## src/rtl/a2p_params.svh

```systemverilog
/*
 Constants of the bus bridge: bus codes, widths, select decode, divider.
 Assumes it is included by the package; the design modules use its macros without including it.
*/
`ifndef A2P_PARAMS_SVH
`define A2P_PARAMS_SVH

`define A2P_AW 32
`define A2P_DW 32
`define A2P_HT_NONSEQ 2'h2
`define A2P_HT_SEQ 2'h3
`define A2P_RESP_OKAY 2'h0
`define A2P_RESP_RETRY 2'h2
`define A2P_NSEL 16
`define A2P_SEL_LSB 12
`define A2P_SEL_W 4
`define A2P_DIV_W 4
`define A2P_PCLK_DIV 4'h4

`endif

```

## src/rtl/a2p_pkg.sv

```systemverilog
/*
 Types of the bus bridge: queued transfer entry, state enums, select decode.
 Assumes a2p_params.svh is on the include path.
*/
package a2p_pkg;
`include "a2p_params.svh"

   typedef struct packed {
      logic [`A2P_AW-1:0] addr;
      logic write;
      logic [2:0] size;
      logic [`A2P_DW-1:0] wdata;
   } a2p_req_t;

   typedef enum logic [1:0] {ST_IDLE, ST_DATA, ST_WR, ST_RTY} a2p_ahb_st_t;
   typedef enum logic [1:0] {P_IDLE, P_SETUP, P_EN} a2p_apb_st_t;

   function automatic logic [`A2P_NSEL-1:0] a2p_sel_decode(input logic [`A2P_AW-1:0] addr);
      a2p_sel_decode = `A2P_NSEL'(1) << addr[`A2P_SEL_LSB +: `A2P_SEL_W];
   endfunction
endpackage

```

## src/rtl/a2p_link_if.sv

```systemverilog
/*
 Link between the bus-facing half and the peripheral master of the bridge.
 Assumes one clock; the request entry and return data live in the bridge top.
*/
`timescale 1ns/1ps
interface a2p_link_if;
   import a2p_pkg::*;
   logic req_valid;
   a2p_req_t req;
   logic req_pop;
   logic ret_push;
   logic [`A2P_DW-1:0] ret_data;

   modport ahb (output req_valid, output req, input req_pop, input ret_push, input ret_data);
   modport apb (input req_valid, input req, output req_pop, output ret_push, output ret_data);
endinterface

```

## src/rtl/a2p_apb_master.sv

```systemverilog
/*
 Peripheral-bus master of the bridge: setup and enable phases per queued
 transfer. Assumes i_pclk_en is a one-cycle pulse at the peripheral rate.
*/
`timescale 1ns/1ps
module a2p_apb_master
   import a2p_pkg::*;
(
   input wire logic i_clk,
   input wire logic i_rst,
   input wire logic i_pclk_en,
   a2p_link_if.apb lk,
   output logic [`A2P_AW-1:0] o_paddr,
   output logic [`A2P_NSEL-1:0] o_psel,
   output logic o_penable,
   output logic o_pwrite,
   output logic [2:0] o_psize,
   output logic [`A2P_DW-1:0] o_pwdata,
   input wire logic [`A2P_DW-1:0] i_prdata
);
   typedef struct packed {
      a2p_apb_st_t st;
      a2p_req_t ent;
      logic [`A2P_NSEL-1:0] sel;
      logic penable;
   } a2p_apb_state_t;

   a2p_apb_state_t s;
   a2p_apb_state_t next_s;
   logic take;

   always_comb begin
      next_s = s;
      take = i_pclk_en && lk.req_valid && (s.st == P_IDLE || s.st == P_EN); // RULE12 RULE16
      lk.req_pop = take;
      lk.ret_push = i_pclk_en && s.st == P_EN && !s.ent.write; // RULE14 RULE15
      lk.ret_data = i_prdata;
      if (i_pclk_en) begin
         case (s.st)
            P_IDLE: begin
               next_s.st = P_IDLE;
            end
            P_SETUP: begin
               next_s.st = P_EN;
               next_s.penable = 1'b1; // RULE14
            end
            P_EN: begin
               next_s.st = P_IDLE;
               next_s.penable = 1'b0;
               next_s.sel = '0; // RULE24
            end
            default: begin
               next_s.st = P_IDLE;
            end
         endcase
         if (take) begin
            next_s.st = P_SETUP; // RULE13
            next_s.ent = lk.req; // RULE18 RULE19
            next_s.sel = a2p_sel_decode(lk.req.addr); // RULE17
            next_s.penable = 1'b0;
         end
      end
   end

   always_ff @(posedge i_clk) begin
      if (i_rst) begin
         s <= '{st: P_IDLE, ent: '0, sel: '0, penable: 1'b0};
      end else begin
         s <= next_s;
      end
   end

   assign o_paddr = s.ent.addr;
   assign o_psel = s.sel;
   assign o_penable = s.penable;
   assign o_pwrite = s.ent.write;
   assign o_psize = s.ent.size;
   assign o_pwdata = s.ent.wdata; // RULE21
endmodule

```

## src/rtl/a2p_bridge.sv

```systemverilog
/*
 Bus bridge top: system-bus slave with posted writes and split reads, a
 one-entry request queue, a one-entry return buffer, and the peripheral
 master. Assumes one clock; the peripheral rate is a divided enable.
*/
`timescale 1ns/1ps
// Function
// RULE1: Respond only when selected and bus ready
// RULE2: Accept NONSEQ and SEQ, ignore others
// RULE3: Write with full queue gets RETRY
// RULE4: Write with room: OKAY, one wait
// RULE5: Push write entry the next clock
// RULE6: Compare read address with record
// RULE7: Miss with outstanding read: RETRY
// RULE8: Miss, empty record, full queue: RETRY
// RULE9: Miss with room: queue the read
// RULE10: Hit without return data: RETRY
// RULE11: Hit with data: ready, OKAY, pop
// RULE12: Peripheral transfer starts only when queued
// RULE13: Setup phase drives address, select, data
// RULE14: Enable phase strobes and samples read
// RULE15: Sampled read data pushed to return
// RULE16: After enable, start next queued transfer
// RULE17: At most one peripheral select
// RULE18: Address held for whole transfer
// RULE19: Size carried with each transfer
// RULE20: Request queue one entry deep
// RULE21: Write data and read data paths
// RULE22: RETRY is two cycles; master repeats
// RULE23: Record loads on queue, clears on return
// RULE24: Idle drops enable and selects
module a2p_bridge
   import a2p_pkg::*;
(
   input wire logic I_CLK,
   input wire logic I_RST,
   input wire logic I_HSEL,
   input wire logic I_HREADY,
   input wire logic [1:0] I_HTRANS,
   input wire logic I_HWRITE,
   input wire logic [2:0] I_HSIZE,
   input wire logic [`A2P_AW-1:0] I_HADDR,
   input wire logic [`A2P_DW-1:0] I_HWDATA,
   output logic O_HREADY,
   output logic [1:0] O_HRESP,
   output logic [`A2P_DW-1:0] O_HRDATA,
   output logic [`A2P_AW-1:0] O_PADDR,
   output logic [`A2P_NSEL-1:0] O_PSEL,
   output logic O_PENABLE,
   output logic O_PWRITE,
   output logic [2:0] O_PSIZE,
   output logic [`A2P_DW-1:0] O_PWDATA,
   input wire logic [`A2P_DW-1:0] I_PRDATA
);
   typedef struct packed {
      a2p_ahb_st_t st;
      logic [`A2P_AW-1:0] addr;
      logic write;
      logic [2:0] size;
      logic req_valid;
      a2p_req_t req;
      logic ret_valid;
      logic [`A2P_DW-1:0] ret_data;
      logic rec_valid;
      logic [`A2P_AW-1:0] rec_addr;
      logic [`A2P_DIV_W-1:0] div;
      logic pclk_en;
   } a2p_top_state_t;

   a2p_top_state_t s;
   a2p_top_state_t next_s;
   logic take;
   logic hit;
   logic retry;
   logic rd_ok;
   logic rd_queue;

   a2p_link_if lk ();

   // Single clock: the peripheral side advances on a divided enable pulse
   // and the one-entry queue is the hand-off between the two rates.
   always_comb begin
      next_s = s;
      O_HREADY = 1'b1;
      O_HRESP = `A2P_RESP_OKAY;
      retry = 1'b0;
      rd_ok = 1'b0;
      rd_queue = 1'b0;

      if (s.div == `A2P_PCLK_DIV - `A2P_DIV_W'(1)) begin
         next_s.div = '0;
         next_s.pclk_en = 1'b1;
      end else begin
         next_s.div = s.div + `A2P_DIV_W'(1);
         next_s.pclk_en = 1'b0;
      end

      if (lk.req_pop) begin
         next_s.req_valid = 1'b0;
      end

      // Full address only: a repeat with another size still hits
      hit = s.rec_valid && s.rec_addr == s.addr; // RULE6
      take = I_HSEL && I_HREADY && // RULE1
         (I_HTRANS == `A2P_HT_NONSEQ || I_HTRANS == `A2P_HT_SEQ); // RULE2

      case (s.st)
         ST_IDLE: begin
            next_s.st = ST_IDLE;
         end
         ST_DATA: begin
            if (s.write) begin
               // A pop in this very cycle still retries; costs one round trip
               if (s.req_valid) begin
                  retry = 1'b1; // RULE3
               end else begin
                  O_HREADY = 1'b0; // RULE4
                  next_s.st = ST_WR;
               end
            end else if (hit && s.ret_valid) begin
               rd_ok = 1'b1; // RULE11
               next_s.ret_valid = 1'b0;
               next_s.rec_valid = 1'b0; // RULE23
            end else if (hit) begin
               retry = 1'b1; // RULE10
            end else if (s.rec_valid) begin
               retry = 1'b1; // RULE7
            end else if (s.req_valid) begin
               retry = 1'b1; // RULE8
            end else begin
               // Queued and retried at once; the data waits for the repeat
               rd_queue = 1'b1; // RULE9
               retry = 1'b1;
               next_s.req_valid = 1'b1; // RULE20
               next_s.req = '{addr: s.addr, write: 1'b0, size: s.size, wdata: '0}; // RULE19
               next_s.rec_valid = 1'b1; // RULE23
               next_s.rec_addr = s.addr;
            end
            if (retry) begin
               O_HREADY = 1'b0; // RULE22
               O_HRESP = `A2P_RESP_RETRY;
               next_s.st = ST_RTY;
            end
         end
         ST_WR: begin
            // Write data stands in both data cycles; it is taken in the second
            next_s.req_valid = 1'b1; // RULE5 RULE20
            next_s.req = '{addr: s.addr, write: 1'b1, size: s.size, wdata: I_HWDATA};
         end
         ST_RTY: begin
            O_HRESP = `A2P_RESP_RETRY; // RULE22
         end
         default: begin
            next_s.st = ST_IDLE;
         end
      endcase

      // Set wins: a return push is applied after any pop of the buffer
      if (lk.ret_push) begin
         next_s.ret_valid = 1'b1; // RULE15
         next_s.ret_data = lk.ret_data;
      end

      if (O_HREADY) begin
         if (take) begin
            next_s.st = ST_DATA;
            next_s.addr = I_HADDR;
            next_s.write = I_HWRITE;
            next_s.size = I_HSIZE; // RULE19
         end else begin
            next_s.st = ST_IDLE;
         end
      end
   end

   always_ff @(posedge I_CLK) begin
      if (I_RST) begin
         s <= '0;
      end else begin
         s <= next_s;
      end
   end

   // Read data comes straight from the return buffer flop
   assign O_HRDATA = s.ret_data; // RULE21
   assign lk.req_valid = s.req_valid;
   assign lk.req = s.req;

   a2p_apb_master i_a2p_apb_master (
      .i_clk(I_CLK),
      .i_rst(I_RST),
      .i_pclk_en(s.pclk_en),
      .lk(lk.apb),
      .o_paddr(O_PADDR),
      .o_psel(O_PSEL),
      .o_penable(O_PENABLE),
      .o_pwrite(O_PWRITE),
      .o_psize(O_PSIZE),
      .o_pwdata(O_PWDATA),
      .i_prdata(I_PRDATA)
   );
endmodule

```

## config.mk

```make
export PLATFORM = sky130hd
export DESIGN_NAME = a2p_bridge
export DESIGN_NICKNAME = d
export VERILOG_FILES = /design/src/rtl/a2p_pkg.sv /design/src/rtl/a2p_link_if.sv /design/src/rtl/a2p_apb_master.sv /design/src/rtl/a2p_bridge.sv
export VERILOG_INCLUDE_DIRS = /design/src /design/src/rtl
export SDC_FILE = /design/constraint.sdc
export NUM_CORES = 1
export LEC_CHECK = 0
export ABC_AREA = 1
export BUFFER_PORTS_ARGS = -buffer_cell sky130_fd_sc_hd__buf_2
export CAP_MARGIN = 20
export CORE_MARGIN = 2
export CORE_UTILIZATION = 47
export CTS_CLUSTER_DIAMETER = 50
export DETAILED_ROUTE_END_ITERATION = 12
export GPL_ROUTABILITY_DRIVEN = 1
export PLACE_DENSITY_LB_ADDON = 0.2
export SETUP_SLACK_MARGIN = 0.2
export SYNTH_ARGS = -nofsm -noshare
export SYNTH_HDL_FRONTEND = slang
export SYNTH_HIERARCHICAL = 1
export SYNTH_SLANG_ARGS = --single-unit
```

## constraint.sdc

```tcl
create_clock -name I_CLK -period 3.8 [get_ports I_CLK]
set_input_delay 0.57 -clock I_CLK [delete_from_list [all_inputs] [get_ports I_CLK]]
set_output_delay 0.57 -clock I_CLK [all_outputs]
set_load 0.05 [all_outputs]
```

==> flow_metrics.tcl <==
set metrics [dict create \
    postSynthAreaPerCell_sq_um 7.33 \
    setup.worst_path.end_class "output pin" \
    p_leak_nw 5.48 \
    drive_above_1_share_pct 19.7 \
    synth_cells 1572 \
    setup_viol 0 \
    stdcell_count 1947 \
    numCtsBuffers 31 \
    ys_warn_count 6 \
    crit_cells 11 \
    fillers 2444 \
    antenna_left 0 \
    powerDensity_mw_per_mm2 504 \
    dp_slack_ns 1.06 \
    synth_nets 1683 \
    max_stage_delay_ns 0.45 \
    synth.distinct_cells 26 \
    seq_area_sq_mm 0.00531 \
    nets 1711 \
    wire_per_inst_um 14.0 \
    ys_top_cells_by_area "dfxtp_1 (46%), nand2_1 (12%), buf_4 (10%), a21oi_1 (9.8%), nand3_1 (5.4%)" \
    synth_compound_area_share_pct 12.6 \
    min_delay_path_depth 3 \
    yosysSeqAreaShare_pct 46.1 \
    antenna_found_initial 0 \
    hold_path_class "input port to flop" \
    synth_top_area_share_pct 46.1 \
    num_rows 57 \
    place_hpwl_um 17400 \
    cts-hold-fix-buffers 0 \
    drv_cap 0 \
    period_minus_slack_ns 3.03 \
    syn_to_final_growth_pct 10.9 \
    ff2ff_path_depth 10 \
    dr.pass1.iters 6 \
    status "finished clean" \
    fmax_mhz 330 \
    required_ns 3.23 \
    synth_mux_area_share_pct 0 \
    grt_pass1_vias 8877 \
    clk_latency_ns 0.54 \
    io_buffer_count 223 \
    synth_fa_ha_area_share_pct 0.543 \
    die_y_um 161 \
    vias_per_cell 4.94 \
    path_buf_inv 2 \
    cp_common_cell "nand2_1" \
    grt_max_degree 90 \
    grt.total_usage_pct 20.4 \
    routed_wl_um 27200 \
    final_common_cell "nand2_1" \
    hold_viol_final 0 \
    synth_xor_area_share_pct 0.304 \
    arrival_ns 2.46 \
    finalMaxSlewViolations 0 \
    synth_simple_gate_area_share_pct 23.2 \
    grt_overflow 0 \
    start_util_pct 47.6 \
    vias 9617 \
    clockBufferDepth 3 \
    clk_pin_slew_ns 0.06 \
    crit_slowest_cell "dfxtp_1" \
    skew_ns 0.0109 \
    setup-tns-final_ns 0 \
    cts_tree "yes" \
    post_cts_buffers 0 \
    rsz0062_at_grt "no" \
    cts.sinks 265 \
    path_max_fanout 19 \
    cts_resized 0 \
    die_x_um 161 \
    dp_cells 1890 \
    ys_ff_latch 265 \
    cts_root_buffer "clkbuf_16" \
    worst_slew_pin_slew_ns 0.972 \
    diodes 0 \
    post-route-period-util_pct 79.7 \
    final_cell_mix "nand2_1 (372), dfxtp_1 (265), a21oi_1 (226)" \
    syn_area_sq_mm 0.0115 \
    slew_headroom_pct 35.2 \
    grt_pass1_wl_um 44100 \
    synth_top_area_cell "dfxtp_1" \
    core_sq_mm 0.0242 \
    peakVddDrop_mv 0.308 \
    cp_cell_sequence "inv_1 > nand2_1 > nand2_1 > nor2_1 > nand2_1 > nor2_1 > nand2_1 > nor2_2 > nand4_2 > nand2_2 > buf_2" \
    worst_slack_ns 0.771 \
    start_kind "flop" \
    finalPower_w 0.00644 \
    io_pins 226 \
    critPathKind "flop to output pin" \
    crit_family "simple AND/OR/NAND/NOR gates" \
    h-tree-depth 1 \
    multi_input_area_sq_mm 0.00424 \
    die_area_sq_mm 0.0258 \
    gp_congestion 0.777 \
    synth_top_family_by_area "simple AND/OR/NAND/NOR gates" \
    drc 0 \
    drt_first_iter_violations 672 \
]
## layer usage
layer / track usage (%) / up-vias / share of wire, %
met4: 4.22 / 0 / 1.7
met3: 2.89 / 33 / 4.7
met2: 33.6 / 258 / 46
met5: 0 / - / 0
li1: - / 4912 / -
met1: 28.6 / 4414 / 48
## kinds of logic after synthesis
group	after synthesis
AOI/OAI and AO/OA	288
DFF	265
xor gates and xnor gates	4
and+or+nand+nor	654
adders and majority gates	5
buffers and inverters	355
other	1
## layout make-up
type                       instances  share of cell area [%]
timing repair buffer             238                    9.89
inverter                         112                    3.29
clock buffer                      42                    7.26
clock inverter                    14                    1.67
multi-input combinational        952                    33.2
tap                              324                    3.17
sequential                       265                    41.5
## Yosys cell counts
cell,number
nor2_4,1
a21oi_2,2
nand3b_1,2
dfxtp_1,265
nand2_2,2
xor2_1,4
a21oi_1,226
and3_1,1
nand3_2,2
ha_1,5
nor2_2,3
nor2_1,140
buf_1,9
conb_1,1
buf_4,154
nor3_1,3
nand3_1,124
nand2_1,372
o21ai_0,60
clkbuf_1,46
or2_2,3
inv_1,102
buf_6,6
buf_2,28
inv_2,10
nand4_2,1
## worst min-delay path, stage by stage
cell and delay (ns):
buf_2 0.07, nor2_1 0.03, nor2_1 0.08
## report_power, final
| part | switching [W] | internal, W |
|---|---|---|
| combinational | 0.000245 | 0.000128 |
| clock | 0.00116 | 0.00204 |
| sequential | 0.0000426 | 0.00283 |
## path summary, 6_finish.rpt
path	start	to	slack [ns]
setup / recovery	s[161]	O_HREADY	0.77
hold / removal	I_PRDATA[2]	O_HRDATA[2]	0.25
setup reg to reg	s[177]	lk.req[37]	0.98
hold reg to reg	lk.req[5]	i_a2p_apb_master/o_pwdata[5]	0.46
## state kept, by name (all words and copies together) (netlist names), 2 cells and up
register and cells:
i_a2p_apb_master/o_pwdata 32, i_a2p_apb_master/o_psize 3, O_HRDATA 32, i_a2p_apb_master/o_paddr 32, i_a2p_apb_master/s 2, s 77, i_a2p_apb_master/o_psel 16, lk.req 68
## through the flow
step	cell area, sq um	hold slack [ns]	util, %
floorplan	11500	0.418	-
global placement	11600	0.431	48.0
detailed placement	11600	0.450	48.0
CTS	12700	0.233	52.7
global route	12800	0.243	52.8
finish	12800	0.252	52.8
(Power assumes the default switching activity.)
